==> config.mk <==
export PLATFORM = sky130hd
export DESIGN_NAME = hub_port_power_control
export DESIGN_NICKNAME = d
export VERILOG_FILES = /design/src/hub_pp_pkg.sv /design/src/port_power_slot.sv /design/src/hub_port_power_control.sv
export SDC_FILE = /design/constraint.sdc
export NUM_CORES = 1
export LEC_CHECK = 0
export ABC_CLOCK_PERIOD_IN_PS = 3400
export BUFFER_PORTS_ARGS = -buffer_cell sky130_fd_sc_hd__buf_2
export CELL_PAD_IN_SITES_DETAIL_PLACEMENT = 1
export CELL_PAD_IN_SITES_GLOBAL_PLACEMENT = 1
export CORE_MARGIN = 2
export CORE_UTILIZATION = 25
export CTS_CLUSTER_SIZE = 20
export DETAILED_ROUTE_END_ITERATION = 10
export MAX_ROUTING_LAYER = met4
export PLACE_DENSITY = 0.51
export SKIP_LAST_GASP = 1
export SYNTH_ARGS = -nofsm -noshare
export SYNTH_HDL_FRONTEND = slang
export SYNTH_HIERARCHICAL = 1
export SYNTH_SLANG_ARGS = --single-unit
==> constraint.sdc <==
create_clock -name clock_in -period 3.4 [get_ports clock_in]
set_input_delay 0.17 -clock clock_in [delete_from_list [all_inputs] [get_ports clock_in]]
set_output_delay 0.17 -clock clock_in [all_outputs]
set_load 0.01 [all_outputs]
==> src/hub_pp_pkg.sv <==
// Shared constants and types for the hub port power control block.
// Assumes a single 100 MHz core clock and a plain register port.
package hub_pp_pkg;

   // ------------------------------------------------------------
   // Geometry
   // ------------------------------------------------------------
   localparam int NPORTS = 4;
   localparam int ADDR_W = 8;
   localparam int DATA_W = 32;
   localparam int MS_W   = 14;

   // ------------------------------------------------------------
   // Register offsets and reset values
   // ------------------------------------------------------------
   localparam logic [ADDR_W-1:0] ADDR_CHG_EN = 8'h00;
   localparam logic [ADDR_W-1:0] ADDR_CFG    = 8'h04;
   localparam logic [ADDR_W-1:0] ADDR_STATUS = 8'h08;
   localparam logic [ADDR_W-1:0] ADDR_RETRY  = 8'h0C;

   localparam logic [NPORTS:1] CHG_EN_RESET = 4'h0;
   localparam logic [3:0]      CFG_RESET    = 4'h8;

   // Status word field positions.
   localparam int STAT_PWR_POS  = 0;
   localparam int STAT_HOLD_POS = 8;
   localparam int STAT_DCP_POS  = 16;
   localparam int STAT_SUSP_BIT = 24;
   localparam int STAT_VBUS_BIT = 25;
   localparam int STAT_INIT_BIT = 26;

   // ------------------------------------------------------------
   // Timing
   // ------------------------------------------------------------
   localparam int CLK_PERIOD_NS  = 10;
   localparam int TICK_PERIOD_NS = 1_000_000;
   localparam int TICK_CYCLES    = TICK_PERIOD_NS / CLK_PERIOD_NS;

   localparam logic [MS_W-1:0] RETRY_SHORT_MS = 14'h03E8;
   localparam logic [MS_W-1:0] RETRY_LONG_MS  = 14'h2710;
   localparam logic [MS_W-1:0] RETRY_CLEAN_MS = 14'h03E8;
   localparam logic [1:0]      RETRY_FAST_MAX = 2'h3;

   // ------------------------------------------------------------
   // Types
   // ------------------------------------------------------------
   typedef struct packed {
      logic [ADDR_W-1:0] addr;
      logic [DATA_W-1:0] wdata;
      logic              wr;
      logic              rd;
   } reg_req_t;

   typedef struct packed {
      logic susp_en;
      logic swap_sel;
      logic swap_en;
      logic indiv;
   } cfg_t;

   typedef enum logic [1:0] {
      SLOT_OFF  = 2'b00,
      SLOT_ON   = 2'b01,
      SLOT_HOLD = 2'b11
   } slot_state_t;

endpackage

==> src/port_power_slot.sv <==
// One downstream port's power state and over-current retry timer.
// Assumes a one-cycle millisecond tick and a fault input already qualified.
module port_power_slot #(
   parameter int MS_W = hub_pp_pkg::MS_W
) (
   // Clock and reset
   input  wire logic        clock_in,
   input  wire logic        rst_in,
   // Timebase and control
   input  wire logic        tick_in,
   input  wire logic        request_in,
   input  wire logic        release_in,
   input  wire logic        dcp_in,
   input  wire logic        fault_in,
   // Port state
   output logic             power_out,
   output logic             hold_out,
   output logic [1:0]       attempts_out
);

   hub_pp_pkg::slot_state_t state;
   hub_pp_pkg::slot_state_t next_state;
   logic [MS_W-1:0]         ms_count;
   logic [MS_W-1:0]         next_ms_count;
   logic [1:0]              attempts;
   logic [1:0]              next_attempts;
   logic [MS_W-1:0]         interval;
   logic                    last_ms;
   logic                    clean_done;

   // ------------------------------------------------------------
   // Retry interval selection
   // ------------------------------------------------------------
   assign interval   = (attempts == hub_pp_pkg::RETRY_FAST_MAX) ?
                       MS_W'(hub_pp_pkg::RETRY_LONG_MS) :
                       MS_W'(hub_pp_pkg::RETRY_SHORT_MS);
   assign last_ms    = ms_count == interval - MS_W'(1);
   assign clean_done = ms_count == MS_W'(hub_pp_pkg::RETRY_CLEAN_MS) - MS_W'(1);

   assign power_out    = state == hub_pp_pkg::SLOT_ON;
   assign hold_out     = state == hub_pp_pkg::SLOT_HOLD;
   assign attempts_out = attempts;

   // ------------------------------------------------------------
   // State machine
   // ------------------------------------------------------------
   always_comb begin
      next_state    = state;
      next_ms_count = ms_count;
      next_attempts = attempts;
      unique case (state)
         hub_pp_pkg::SLOT_OFF: begin
            next_ms_count = '0;
            next_attempts = '0;
            if (request_in && !fault_in) begin
               next_state = hub_pp_pkg::SLOT_ON;
            end
         end
         hub_pp_pkg::SLOT_ON: begin
            if (!request_in) begin
               next_state = hub_pp_pkg::SLOT_OFF;
            end else if (fault_in) begin
               next_state    = hub_pp_pkg::SLOT_HOLD;
               next_ms_count = '0;
            end else if (tick_in) begin
               if (clean_done) begin
                  next_attempts = '0;
               end else begin
                  next_ms_count = ms_count + MS_W'(1);
               end
            end
         end
         hub_pp_pkg::SLOT_HOLD: begin
            if (!dcp_in) begin
               // The host owns recovery: the port stays off until it drops power.
               if (release_in || !request_in) begin
                  next_state = hub_pp_pkg::SLOT_OFF;
               end
            end else if (tick_in) begin
               if (last_ms) begin
                  // A ganged fault elsewhere defers the retry by a tick.
                  if (!fault_in) begin
                     next_state    = hub_pp_pkg::SLOT_ON;
                     next_ms_count = '0;
                     if (attempts != hub_pp_pkg::RETRY_FAST_MAX) begin
                        next_attempts = attempts + 2'h1;
                     end
                  end
               end else begin
                  next_ms_count = ms_count + MS_W'(1);
               end
            end
         end
         default: begin
            next_state = hub_pp_pkg::SLOT_OFF;
         end
      endcase
   end

   always_ff @(posedge clock_in) begin
      if (rst_in) begin
         state    <= hub_pp_pkg::SLOT_OFF;
         ms_count <= '0;
         attempts <= '0;
      end else begin
         state    <= next_state;
         ms_count <= next_ms_count;
         attempts <= next_attempts;
      end
   end
endmodule

==> src/hub_port_power_control.sv <==
// Downstream port power enables, over-current handling, role swap pin
// remapping and the suspend level output of the hub.
// Assumes hub core status inputs on clock_in; all pin inputs are asynchronous.
//
// How it works
// - One charging enable bit per port; bit 1 is port 1.
// - A charging enable also sets that port's power request.
// - Charging ports power up once hardware init finishes, no host needed.
// - Ganged switching: any over-current removes power from every port.
// - Individual switching: only the faulting port loses power.
// - Dedicated charging port: off one second, back on, three times.
// - After three retries keep retrying forever with ten-second off time.
// - Host-governed ports only latch faults while powered; host clears them.
// - Role swap uses a feature enable bit and a swap select bit.
// - Only physical port 1 swaps with upstream; others keep their numbers.
// - Swap enabled, select clear: port 1 pin is combined enable and sense.
// - Swap enabled, select clear: suspend pin driven low.
// - Swap enabled and selected: upstream bus-power detect ignored.
// - Swap enabled and selected: port 1 pin forced high.
// - Swap enabled and selected: suspend pin is port 1 enable and sense.
// - Suspend output reflects whole-hub suspend only, not selective suspend.
// - Suspend output is a plain level, nothing to acknowledge.
// - Suspend asserted while suspended or unconfigured.
// - Port charging type fixed after power-up configuration.
//
// The plain strobed port and the address map were left to the implementer.
module hub_port_power_control #(
   parameter int NPORTS      = hub_pp_pkg::NPORTS,
   parameter int TICK_CYCLES = hub_pp_pkg::TICK_CYCLES
) (
   // Clock and reset
   input  wire logic                          clock_in,
   input  wire logic                          rst_in,
   // Register port
   input  wire hub_pp_pkg::reg_req_t          reg_req_in,
   output logic [hub_pp_pkg::DATA_W-1:0]      read_data_out,
   // Hub core status
   input  wire logic                          hw_init_done_in,
   input  wire logic                          host_connected_in,
   input  wire logic                          hub_suspended_in,
   input  wire logic                          hub_configured_in,
   input  wire logic [NPORTS:1]               host_port_power_in,
   // Downstream power switches, ports 2 and up
   output logic [NPORTS:2]                    port_power_enable_out,
   input  wire logic [NPORTS:2]               overcurrent_sense_in_n,
   // Port 1 power switch, two-way in combined mode
   output logic                               port1_power_enable_out,
   output logic                               port1_power_oe_out,
   input  wire logic                          port1_pin_in,
   input  wire logic                          port1_overcurrent_in_n,
   // Suspend pin, two-way when swapped
   output logic                               suspend_out,
   output logic                               suspend_oe_out,
   input  wire logic                          suspend_pin_in,
   // Upstream bus power
   input  wire logic                          vbus_detect_in,
   output logic                               vbus_present_out
);

   localparam int SYNC_W = NPORTS + 3;
   // A one-cycle tick still needs a one-bit prescaler.
   localparam int TICK_W = (TICK_CYCLES > 1) ? $clog2(TICK_CYCLES) : 1;

   // ------------------------------------------------------------
   // Input synchronisers
   // ------------------------------------------------------------
   logic [SYNC_W-1:0] sync_raw;
   logic [SYNC_W-1:0] sync_meta;
   logic [SYNC_W-1:0] sync_q;
   logic [NPORTS:2]   oc_n_s;
   logic              p1_oc_n_s;
   logic              p1_pin_s;
   logic              susp_pin_s;
   logic              vbus_s;

   assign sync_raw = {vbus_detect_in, suspend_pin_in, port1_pin_in,
                      port1_overcurrent_in_n, overcurrent_sense_in_n};

   // Pins may change at any time, so they pass two stages first.
   always_ff @(posedge clock_in) begin
      sync_meta <= sync_raw;
      sync_q    <= sync_meta;
   end

   assign oc_n_s     = sync_q[NPORTS-2:0];
   assign p1_oc_n_s  = sync_q[NPORTS-1];
   assign p1_pin_s   = sync_q[NPORTS];
   assign susp_pin_s = sync_q[NPORTS+1];
   assign vbus_s     = sync_q[NPORTS+2];

   // ------------------------------------------------------------
   // Millisecond timebase
   // ------------------------------------------------------------
   logic [TICK_W-1:0] presc;
   logic              tick;

   assign tick = presc == TICK_W'(TICK_CYCLES - 1);

   always_ff @(posedge clock_in) begin
      if (rst_in || tick) begin
         presc <= '0;
      end else begin
         presc <= presc + TICK_W'(1);
      end
   end

   // ------------------------------------------------------------
   // Registers
   // ------------------------------------------------------------
   logic [NPORTS:1]                   chg_en;
   hub_pp_pkg::cfg_t                  cfg;
   logic                              init_done;
   logic [NPORTS:1]                   host_req_q;
   logic                              wr_chg_en;
   logic                              wr_cfg;
   logic [hub_pp_pkg::DATA_W-1:0]     status_word;
   logic [hub_pp_pkg::DATA_W-1:0]     retry_word;
   logic [hub_pp_pkg::DATA_W-1:0]     next_read_data;

   // The charging type is fixed once initialisation ends, so the enable
   // register stops accepting writes from then on.
   assign wr_chg_en = reg_req_in.wr && !init_done
                      && reg_req_in.addr == hub_pp_pkg::ADDR_CHG_EN;
   assign wr_cfg    = reg_req_in.wr && reg_req_in.addr == hub_pp_pkg::ADDR_CFG;

   always_ff @(posedge clock_in) begin
      if (rst_in) begin
         chg_en <= hub_pp_pkg::CHG_EN_RESET;
      end else if (wr_chg_en) begin
         chg_en <= reg_req_in.wdata[NPORTS:1];
      end
   end

   always_ff @(posedge clock_in) begin
      if (rst_in) begin
         cfg <= hub_pp_pkg::cfg_t'(hub_pp_pkg::CFG_RESET);
      end else if (wr_cfg) begin
         cfg <= hub_pp_pkg::cfg_t'(reg_req_in.wdata[3:0]);
      end
   end

   always_ff @(posedge clock_in) begin
      if (rst_in) begin
         init_done  <= 1'b0;
         host_req_q <= '0;
      end else begin
         init_done  <= init_done | hw_init_done_in;
         host_req_q <= host_port_power_in;
      end
   end

   // ------------------------------------------------------------
   // Port requests and fault qualification
   // ------------------------------------------------------------
   logic [NPORTS:1]  request;
   logic [NPORTS:1]  release_req;
   logic [NPORTS:1]  dcp;
   logic [NPORTS:1]  oc;
   logic [NPORTS:1]  fault_event;
   logic [NPORTS:1]  slot_fault;
   logic [NPORTS:1]  pwr;
   logic [NPORTS:1]  hold;
   logic [1:0]       attempts [NPORTS:1];
   logic             p1_oc_src;
   logic             any_fault;

   // Charging ports request power as soon as init ends.
   assign request     = {NPORTS{init_done}} & (chg_en | host_port_power_in);
   assign release_req = host_req_q & ~host_port_power_in;
   assign dcp         = chg_en & {NPORTS{!host_connected_in}};

   // Output enables delayed to line up with the two synchroniser stages.
   // While a combined pin was still driven low by this module, the level
   // seen is its own drive and not a fault, so it is masked.
   logic [1:0]       p1_oe_d;
   logic [1:0]       susp_oe_d;

   always_ff @(posedge clock_in) begin
      if (rst_in) begin
         p1_oe_d   <= 2'h3;
         susp_oe_d <= 2'h3;
      end else begin
         p1_oe_d   <= {p1_oe_d[0], port1_power_oe_out};
         susp_oe_d <= {susp_oe_d[0], suspend_oe_out};
      end
   end

   // Port 1 sense follows whichever pin carries it in the current swap mode.
   assign p1_oc_src = !cfg.swap_en  ? !p1_oc_n_s :
                      !cfg.swap_sel ? !p1_pin_s && !p1_oe_d[1] :
                                      !susp_pin_s && !susp_oe_d[1];

   assign oc = {~oc_n_s, p1_oc_src};

   // A fault only counts on a powered port, so an unpowered port never
   // latches a stale event.
   assign fault_event = oc & pwr;
   assign any_fault   = |fault_event;
   assign slot_fault  = cfg.indiv ? fault_event : {NPORTS{any_fault}};

   // ------------------------------------------------------------
   // Per-port power slots
   // ------------------------------------------------------------
   for (genvar p = 1; p <= NPORTS; p++) begin : g_slot
      port_power_slot #(
         .MS_W (hub_pp_pkg::MS_W)
      ) u_slot (
         .clock_in     (clock_in),
         .rst_in       (rst_in),
         .tick_in      (tick),
         .request_in   (request[p]),
         .release_in   (release_req[p]),
         .dcp_in       (dcp[p]),
         .fault_in     (slot_fault[p]),
         .power_out    (pwr[p]),
         .hold_out     (hold[p]),
         .attempts_out (attempts[p])
      );
   end

   // ------------------------------------------------------------
   // Pin drivers
   // ------------------------------------------------------------
   logic swap_plain;
   logic swap_active;
   logic susp_level;
   logic next_p1_out;
   logic next_p1_oe;
   logic next_susp_out;
   logic next_susp_oe;
   logic next_vbus;

   assign swap_plain  = cfg.swap_en && !cfg.swap_sel;
   assign swap_active = cfg.swap_en && cfg.swap_sel;

   // Only whole-hub state feeds the level; per-port suspend never reaches it.
   assign susp_level = cfg.susp_en
                       && (hub_suspended_in || !hub_configured_in);

   // Combined pins are open drain: released to enable, pulled low to disable,
   // and the external switch pulls low on a fault.
   assign next_p1_out = !cfg.swap_en ? pwr[1] : swap_active;
   assign next_p1_oe  = !swap_plain || !pwr[1];

   assign next_susp_out = !cfg.swap_en && susp_level;
   assign next_susp_oe  = !swap_active || !pwr[1];

   assign next_vbus = swap_active || vbus_s;

   always_ff @(posedge clock_in) begin
      if (rst_in) begin
         port_power_enable_out  <= '0;
         port1_power_enable_out <= 1'b0;
         port1_power_oe_out     <= 1'b1;
         suspend_out            <= 1'b0;
         suspend_oe_out         <= 1'b1;
         vbus_present_out       <= 1'b0;
      end else begin
         port_power_enable_out  <= pwr[NPORTS:2];
         port1_power_enable_out <= next_p1_out;
         port1_power_oe_out     <= next_p1_oe;
         suspend_out            <= next_susp_out;
         suspend_oe_out         <= next_susp_oe;
         vbus_present_out       <= next_vbus;
      end
   end

   // ------------------------------------------------------------
   // Read path
   // ------------------------------------------------------------
   always_comb begin
      retry_word = '0;
      for (int p = 1; p <= NPORTS; p++) begin
         retry_word[2*p +: 2] = attempts[p];
      end
   end

   assign status_word =
      (hub_pp_pkg::DATA_W'({pwr, 1'b0})  << hub_pp_pkg::STAT_PWR_POS)
    | (hub_pp_pkg::DATA_W'({hold, 1'b0}) << hub_pp_pkg::STAT_HOLD_POS)
    | (hub_pp_pkg::DATA_W'({dcp, 1'b0})  << hub_pp_pkg::STAT_DCP_POS)
    | (hub_pp_pkg::DATA_W'(suspend_out)      << hub_pp_pkg::STAT_SUSP_BIT)
    | (hub_pp_pkg::DATA_W'(vbus_present_out) << hub_pp_pkg::STAT_VBUS_BIT)
    | (hub_pp_pkg::DATA_W'(init_done)        << hub_pp_pkg::STAT_INIT_BIT);

   assign next_read_data =
      !reg_req_in.rd ? '0 :
      reg_req_in.addr == hub_pp_pkg::ADDR_CHG_EN ?
         hub_pp_pkg::DATA_W'({chg_en, 1'b0}) :
      reg_req_in.addr == hub_pp_pkg::ADDR_CFG ? hub_pp_pkg::DATA_W'(cfg) :
      reg_req_in.addr == hub_pp_pkg::ADDR_STATUS ? status_word :
      reg_req_in.addr == hub_pp_pkg::ADDR_RETRY ? retry_word : '0;

   always_ff @(posedge clock_in) begin
      if (rst_in) begin
         read_data_out <= '0;
      end else begin
         read_data_out <= next_read_data;
      end
   end
endmodule

==> results of run 1 <==
## layer usage
metal,vias to the layer above,global-route usage,wire [um]
li1,3220,-,-
met1,3187,0.199,11200
met2,91,0.235,9970
met3,15,0.0246,595
met4,0,0.0410,257
met5,-,-,0
## cell type report
cell class,count,area (um2),area share
Multi-Input combinational cell,620,4190,0.466
Sequential cell,148,2960,0.330
Timing Repair Buffer,100,633,0.0704
Clock buffer,23,488,0.0543
Tap cell,390,488,0.0543
Clock inverter,9,125,0.0139
Inverter,27,101,0.0113
## sequential cells by signal, summed over array words and instances (netlist names), 2 cells and up
| name | cells |
|---|---|
| g_slot.u_slot/ms_count | 56 |
| susp_oe_d | 2 |
| sync_q | 7 |
| presc | 17 |
| port_power_enable_out | 3 |
| g_slot.u_slot/attempts_out | 8 |
| g_slot.u_slot/state | 8 |
| chg_en | 4 |
| host_req_q | 4 |
| cfg | 4 |
| p1_oe_d | 2 |
| read_data_out | 20 |
| sync_meta | 7 |
## synthesized netlist by cell type, types with 10 or more instances
cell	count	area share
nor3b_1	14	0.014
nand4b_1	12	0.014
clkbuf_1	10	0.0050
inv_1	27	0.013
o21ai_0	27	0.018
nor2b_1	23	0.019
nor2_1	81	0.040
mux2i_1	20	0.027
nand4_1	19	0.016
nor4_1	35	0.029
o2111a_1	12	0.018
o31ai_1	13	0.013
dfxtp_1	148	0.39
nand3b_1	12	0.012
xnor2_1	34	0.039
buf_4	16	0.016
nand2_1	48	0.024
and2_1	14	0.012
nor3_1	22	0.015
a211oi_1	12	0.012
a21oi_1	33	0.022
nand3_1	39	0.026
## cell families after synthesis
kind of cell | Yosys count
other cells | 1
flops | 148
buf+inv | 72
simple gates | 394
mux | 22
compound gates | 145
fa+ha+maj | 9
xor+xnor | 38
## through the flow
stage	total power, W	hold WS (ns)	cell area, um2	utilization
final	0.00396	0.00841	8990	0.303
after global routing	0.00413	0.0138	8990	0.303
after global placement	0.00200	0.274	8260	0.278
after floorplan	0.00194	0.198	7590	-
after CTS	0.00404	0.00295	8990	0.303
after detailed placement	0.00200	0.274	8260	0.278
## tightest hold or removal path: cells and delay by family
| family | cells | cell delay [ns] |
|---|---|---|
| buffers and inverters | 1 | 0.11 |
| AND/OR/NAND/NOR | 2 | 0.11 |
## where the power goes
part | switching (W) | leakage (nW) | internal [W]
Clock | 0.000757 | 0.299 | 0.00123
Combinational | 0.000123 | 1.70 | 0.0000826
Sequential | 0.0000135 | 1.20 | 0.00175
## cell usage in the layout, fill, tap and decap left out, types with 27 or more instances in the layout
cell	Yosys	routed
a21oi_1	33	33
buf_2	2	59
buf_4	16	29
dfxtp_1	148	148
inv_1	27	27
nand2_1	48	48
nand3_1	39	39
nor2_1	81	81
nor4_1	35	35
o21ai_0	27	27
xnor2_1	34	34
## worst min path at each step
stage                               from                   end  slack [ns]  cells past startpoint
2_1_floorplan  overcurrent_sense_in_n[2]  sync_meta[0]$_DFF_P_        0.20                      0
3_3_place_gp   overcurrent_sense_in_n[3]  sync_meta[1]$_DFF_P_        0.27                      1
3_5_place_dp              vbus_detect_in  sync_meta[6]$_DFF_P_        0.27                      1
4_1_cts                  hw_init_done_in  init_done$_SDFF_PP0_       0.003                      3
5_1_grt                  hw_init_done_in  init_done$_SDFF_PP0_        0.01                      3
6_report                 hw_init_done_in  init_done$_SDFF_PP0_       0.008                      3
## what timing repair did
action                                 4_1_cts  5_1_grt
endpoints found under the hold margin       12        0
hold buffers                                12        0
buffers inserted                             0        0
==> run_results.csv, run 1 <==
group,metric,value,unit
cts,clockBufferDepth,2,
setup_path,critical_path.max_fanout,12,
synth,synth_flop_cell,"dfxtp_1",
floorplanning,dieWidth,178,um
layout,final_cells,1317,
cts,numCtsBuffers,17,
synth,synth_compound_area_frac,0.144,
layout,syn_to_final_growth,19.0,%
synth,synth_mux_area_frac,0.0325,
setup_path,path_class,"register to register",
synth,avgSynthCellArea,9.11,um2
setup_path,slowest_delay,0.52,ns
floorplanning,io_pins,99,
cts,cts_root_buffer,"clkbuf_16",
sta,setup_viol,0,
floorplanning,core-area,0.0297,mm2
setup_path,r2r_end,"g_slot[3].u_slot/ms_count[5]$_SDFFE_PP0P_",
cts,clock_sinks,148,
layout,layout-drive-gt1-share,0.182,
setup_path,crit_path_start_kind,"register",
route,route.detailed.drc,0,
floorplanning,start_util,0.254,
synth,syn_inst,829,
setup_path,end_kind,"register",
sta,slew_violations,0,
sta,min_period_over_period,0.883,
setup_path,crit_start,"cfg[1]$_SDFFE_PP0P_",
setup_path,critPathBufInv,1,
placement,post-dp-hpwl,15900,um
global_route,grt_usage,0.150,
setup_path,arrival,3.30,ns
synth,ys_seq_area_frac,0.392,
sta,finClkSkew,0.00943,ns
sta,tightest_slew,0.803,ns
global_route,grt_pass1_wl,36200,um
layout,n_fill_cell,3433,
setup_path,crit_end,"g_slot[3].u_slot/ms_count[5]$_SDFFE_PP0P_",
route,detail-route-antenna-nets,0,
placement,place_congestion,0.778,
synth,yosys_register_bits,148,
layout,antennaDiodeCount,0,
cts,clkLatencyLatePin,0.43,ns
sta,grt_setup_unrepaired,"false",
setup_path,cp_slowest_cell,"dfxtp_1",
synth,synth_fa_ha_area_frac,0.0149,
synth,synth_xor_area_frac,0.0441,
floorplanning,die_area,0.0316,mm2
cts,cts_tree,"done",
synth,ys_warn_count,6,
synth,synth_edf_count,0,
cts,post_cts_resized,0,
setup_path,crit_required,3.70,ns
synth,syn_area,0.00755,mm2
cts,h-tree-depth,4,
setup_path,r2r_slack,0.40,ns
layout,num-nets-final,982,
route,drt_iter0_drc,286,
synth,synthArstFlopShare,0,
global_route,antenna_found_initial,0,
cts,clkTransAtPathRegs,0.06,ns
route,dr.pass1.iters,6,
setup_path,critPathTopFamily,"simple AND/OR/NAND/NOR gates",
sta,fmaxAchievable,333,MHz
floorplanning,die_y,178,um
route,vias,6513,
placement,dp.cells,1273,
global_route,grt_max_degree,27,
global_route,grt_remaining_overflow,0,
placement,place_worst_setup_slack,0.388,ns
worst_hold_path,hold_class,"input pin to register",
power,cellLeakagePower,3.20,nW
placement,port_buffers,59,
synth,yosysUniqueCellTypes,63,
setup_path,rr_startpoint,"cfg[1]$_SDFFE_PP0P_",
synth,synth_top_family_by_area,"simple AND/OR/NAND/NOR gates",
sta,period_minus_slack,3.00,ns
floorplanning,rows,63,
flow_run,cap_violations,0,
route,wl,22000,um
route,viasPerCell,4.95,
status,outcome,"finished clean",
synth,synthSimpleGateAreaFrac,0.314,
sta,fin_ws,0.397,ns
sta,hold_violations,0,
power,vdd_ir_drop_max,0.000281,V
route,wl_per_cell,16.7,um
global_route,first_global_vias,6609,
setup_path,crit_cells,10,
setup_path,r2r_cells,10,
power,powerDensity,440,mW/mm2
sta,maxSlewHeadroom,0.464,
sta,setup_tns,0,ns
setup_path,crit_chain,"nor2b_1 -> o21ai_0 -> a21oi_1 -> o21ai_0 -> buf_4 -> or2b_2 -> nor4_1 -> a31o_4 -> nor4_1 -> mux2i_1",
Note: power is estimated with default switching activity, not from simulation.
==> run 2, diff against run 1 <==
- REMOVE_ABC_BUFFERS: default -> 1
==> run_results.csv, run 2 (same netlist as run 1, synthesis figures left out) <==
group,metric,value,unit
route,detail-route-antenna-nets,0,
floorplanning,start_util,0.254,
flow_run,cap_violations,0,
cts,clock_sinks,148,
global_route,grt_remaining_overflow,0,
layout,largest_reg_flops,56,
layout,num-nets-final,980,
cts,cts_root_buffer,"clkbuf_16",
setup_path,critical_path.max_fanout,12,
setup_path,r2r_slack,0.33,ns
route,wl_per_cell,16.6,um
sta,period_minus_slack,3.07,ns
setup_path,crit_path_start_kind,"register",
route,vias,6443,
placement,port_buffers,59,
layout,largest_registers,"g_slot.u_slot/ms_count (56), read_data_out (20), presc (17)",
floorplanning,rows,63,
cts,clkTransAtPathRegs,0.07,ns
floorplanning,io_pins,99,
placement,place_congestion,0.768,
power,cellLeakagePower,3.17,nW
global_route,antenna_found_initial,0,
sta,slew_violations,0,
layout,n_fill_cell,3465,
route,drt_iter0_drc,288,
power,vdd_ir_drop_max,0.000268,V
setup_path,crit_required,3.71,ns
placement,post-dp-hpwl,15600,um
power,powerDensity,439,mW/mm2
route,viasPerCell,4.90,
route,route.detailed.drc,0,
global_route,grt_max_degree,25,
layout,layout_commonest_cell,"dfxtp_1",
placement,dp.cells,1270,
layout,regMostFlops,"g_slot.u_slot/ms_count",
cts,h-tree-depth,4,
layout,syn_to_final_growth,18.9,%
sta,finClkSkew,0.0132,ns
setup_path,end_kind,"register",
sta,setup_viol,0,
cts,post_cts_buffers,0,
sta,maxSlewHeadroom,0.564,
cts,cts_tree,"done",
floorplanning,core-area,0.0297,mm2
cts,numCtsBuffers,17,
global_route,first_global_vias,6474,
cts,clockBufferDepth,2,
layout,layout-drive-gt1-share,0.183,
sta,grt_setup_unrepaired,"false",
floorplanning,die_area,0.0316,mm2
layout,antennaDiodeCount,0,
route,dr.pass1.iters,4,
floorplanning,dieWidth,178,um
route,wl,21800,um
status,outcome,"finished clean",
layout,final_cell_mix,"dfxtp_1 (148), nor2_1 (81), buf_2 (59)",
floorplanning,die_y,178,um
setup_path,arrival,3.38,ns
setup_path,path_class,"register to register",
sta,tightest_slew,0.649,ns
sta,min_period_over_period,0.902,
sta,hold_violations,0,
sta,fmaxAchievable,326,MHz
global_route,grt_usage,0.146,
cts,clkLatencyLatePin,0.44,ns
global_route,grt_pass1_wl,35300,um
sta,setup_tns,0,ns
worst_hold_path,hold_class,"input pin to register",
layout,final_cells,1314,
==> run 2: layer usage <==
metal  up-vias  track usage  part of all wire
li1       3201            -                 -
met1      3159        0.189              0.49
met2        67        0.235              0.48
met3        16       0.0293             0.024
met4         0       0.0359             0.010
met5         -            -                 0
==> run 2: worst paths after layout <==
check                                     startpoint                                         to  cells past startpoint
worst max-delay path             cfg[1]$_SDFFE_PP0P_  g_slot[2].u_slot/ms_count[5]$_SDFFE_PP0P_                     10
worst min-delay path                   reg_req_in[4]                     chg_en[2]$_SDFFE_PP0P_                      3
worst max register to register   cfg[1]$_SDFFE_PP0P_  g_slot[2].u_slot/ms_count[5]$_SDFFE_PP0P_                     10
worst min register to register  sync_meta[3]$_DFF_P_                          sync_q[3]$_DFF_P_                      0
==> run 2: timing repair <==
action | CTS | global route
hold endpoints to repair | 14 | 0
resized for setup | 0 | 2
hold buffers | 13 | 0
setup endpoints to repair | 0 | 2
==> run 2: worst max-delay path: stages (launching register included) <==
cell and delay, ns:
dfxtp_1 0.56, nor2b_1 0.25, o21ai_0 0.19, a21oi_1 0.28, mux2i_1 0.19, buf_4 0.19, or2b_2 0.28, nor4_1 0.45
a31o_4 0.32, nor4_1 0.08, mux2i_1 0.14
==> run 2: final cells by class <==
class / count / area [um2] / share of cell area
clock inverters: 12 / 155 / 0.0173
multi-input cells: 620 / 4200 / 0.468
inverters: 27 / 101 / 0.0113
flip-flops and latches: 148 / 2960 / 0.330
well taps: 390 / 488 / 0.0543
repair buffers: 98 / 621 / 0.0691
clock buffers: 19 / 453 / 0.0504
==> run 2: power by group <==
group	switching, W	internal (W)
Combinational	0.000117	0.0000823
Clock	0.000788	0.00119
Sequential	0.0000149	0.00175
Total	0.000920	0.00303
==> run 2: metrics by stage <==
stage / worst slack, ns / util / area (um2) / power, W / hold slack [ns]
2_1_floorplan: 0.604 / - / 7260 / 0.00191 / 0.198
3_3_place_gp: 0.354 / 0.277 / 8240 / 0.00200 / 0.273
3_5_place_dp: 0.270 / 0.277 / 8240 / 0.00200 / 0.274
4_1_cts: 0.236 / 0.302 / 8970 / 0.00401 / 0.0246
5_1_grt: 0.00840 / 0.302 / 8980 / 0.00410 / 0.0487
6_report: 0.335 / 0.302 / 8980 / 0.00395 / 0.0308
==> run 3, diff against run 2 <==
- CORE_UTILIZATION: 25 -> 31
- PLACE_DENSITY: 0.51 -> 0.6
- SKIP_CTS_REPAIR_TIMING: default -> 1
==> run_results.csv, run 3 (same netlist as run 1, synthesis figures left out) <==
group,metric,value,unit
status,outcome,"finished clean",
cts,clkLatencyLatePin,0.43,ns
global_route,first_global_vias,6363,
route,route.detailed.drc,0,
placement,place_worst_setup_slack,0.333,ns
sta,tightest_slew,0.590,ns
floorplanning,rows,57,
global_route,use_met1,0.222,
setup_path,crit_chain,"inv_1 -> nand2_1 -> inv_1 -> nand2b_1 -> nand3_1 -> a21oi_1 -> o21ai_0 -> buf_4 -> and4bb_2 -> o2111ai_1 -> nand2_1 -> nor2_1",
floorplanning,io_pins,99,
layout,largest_registers,"g_slot.u_slot/ms_count (56), read_data_out (20), presc (17)",
power,power_frac_comb,0.048,
sta,setup_viol,0,
layout,multi_input_area,0.00419,mm2
power,clockPowerShare,0.511,
cts,h-tree-depth,4,
power,intPower,0.00313,W
power,powerDensity,454,mW/mm2
sta,hold_violations,0,
floorplanning,core-area,0.0241,mm2
setup_path,critical_path.max_fanout,12,
layout,final_cells,1239,
global_route,use_met3,0.0384,
placement,placed_area,0.00812,mm2
placement,dp.cells,1200,
setup_path,critPathBufInv,3,
layout,regMostFlops,"g_slot.u_slot/ms_count",
floorplanning,dieWidth,160,um
power,p_switching,0.000877,W
layout,utilization,0.367,
floorplanning,die_y,160,um
global_route,grt_pass1_wl,34000,um
placement,post-dp-hpwl,14700,um
global_route,antenna_found_initial,1,
setup_path,end_kind,"register",
global_route,grt_usage,0.169,
setup_path,path_class,"register to register",
setup_path,slowest_delay,0.50,ns
cts,cts_root_buffer,"clkbuf_16",
route,vias,6395,
worst_hold_path,hold_class,"input pin to register",
route,drt_iter0_drc,202,
layout,syn_to_final_growth,17.0,%
power,cellLeakagePower,3.15,nW
placement,port_buffers,59,
setup_path,cp_slowest_cell,"dfxtp_1",
cts,clkTransAtPathRegs,0.06,ns
global_route,grt_remaining_overflow,0,
sta,slew_violations,0,
route,dr.pass1.iters,4,
setup_path,arrival,3.39,ns
sta,maxSlewHeadroom,0.604,
sta,grt_setup_unrepaired,"false",
layout,layout-drive-gt1-share,0.176,
layout,n_fill_cell,2863,
cts,cts_tree,"done",
sta,min_period_over_period,0.908,
route,viasPerCell,5.16,
layout,seqCellArea,0.00296,mm2
power,vdd_ir_drop_max,0.000289,V
cts,clockBufferDepth,2,
global_route,grt_use_met2,0.264,
layout,layout_commonest_cell,"dfxtp_1",
setup_path,crit_path_start_kind,"register",
power,switching_share,0.219,
layout,final_cell_mix,"dfxtp_1 (148), nor2_1 (81), buf_2 (59)",
sta,fin_ws,0.311,ns
setup_path,critPathTopFamily,"simple AND/OR/NAND/NOR gates",
sta,period_minus_slack,3.09,ns
cts,numCtsBuffers,17,
cts,clock_sinks,148,
floorplanning,die_area,0.0256,mm2
setup_path,crit_required,3.70,ns
global_route,grt_max_degree,34,
sta,finClkSkew,0.00921,ns
flow_run,cap_violations,0,
layout,stdcell_area,0.00884,mm2
route,wl,20500,um
global_route,busiest_layer,"met2",
sta,setup_tns,0,ns
layout,largest_reg_flops,56,
power,seq_power_share,0.441,
placement,place_congestion,0.791,
floorplanning,start_util,0.313,
route,wl_per_cell,16.5,um
sta,fmaxAchievable,324,MHz
layout,num-nets-final,971,
route,detail-route-antenna-nets,0,
## run 3: cell types whose count changed in the layout (fill, tap and decap cells not counted), sizes merged
cell,before,now
dlygate4sd3,13,8
buf,85,81
clkbuf,19,22
clkinvlp,5,2
bufinv,3,4
clkinv,3,2
diode,0,1
inv,28,27
## run 3: power by group through the flow
| stage | Clock (W) | Sequential, W | Combinational, W |
|---|---|---|---|
| 3_5_place_dp | 0 | 0.00181 | 0.000188 |
| 6_report | 0.00205 | 0.00177 | 0.000193 |
| 3_3_place_gp | 0 | 0.00181 | 0.000186 |
| 2_1_floorplan | 0 | 0.00181 | 0.000101 |
| 5_1_grt | 0.00218 | 0.00177 | 0.000215 |
| 4_1_cts | 0.00211 | 0.00177 | 0.000188 |
## run 3: area by class of cell
cell class                 instances  area share
antenna                            1    0.000283
inverter                          27      0.0115
multi-input combinational        620       0.474
clock buffer                      22      0.0548
sequential                       148       0.335
tap                              324      0.0459
timing repair buffer              89      0.0612
clock inverter                     8      0.0168
## run 3: tightest hold or removal path: cells and delay by family
kind                   cells  cell delay, ns
buffers and inverters      1            0.09
muxes                      1            0.06
and+or+nand+nor            1            0.07
## run 3: worst paths after layout
kind                                                                    to  slack (ns)  cells past startpoint                                    from
worst min-delay path                                chg_en[2]$_SDFFE_PP0P_       0.004                      3                           reg_req_in[4]
worst max register to register  g_slot[4].u_slot/ms_count[10]$_SDFFE_PP0P_        0.31                     12  g_slot[3].u_slot/state[1]$_SDFFE_PP0P_
worst max-delay path            g_slot[4].u_slot/ms_count[10]$_SDFFE_PP0P_        0.31                     12  g_slot[3].u_slot/state[1]$_SDFFE_PP0P_
worst min register to register                           sync_q[6]$_DFF_P_        0.33                      0                    sync_meta[6]$_DFF_P_
## run 3: through the flow
step	hold WS (ns)	power [W]
after floorplan	0.198	0.00191
after global placement	0.273	0.00199
after detailed placement	0.274	0.00200
after CTS	-0.183	0.00407
after global routing	0.00888	0.00416
final	0.00408	0.00401
## run 3: per-layer routing
layer / part of all wire / vias up
li1: - / 3179
met3: 0.024 / 18
met2: 0.46 / 69
met5: 0 / -
met4: 0.014 / 0
met1: 0.50 / 3129
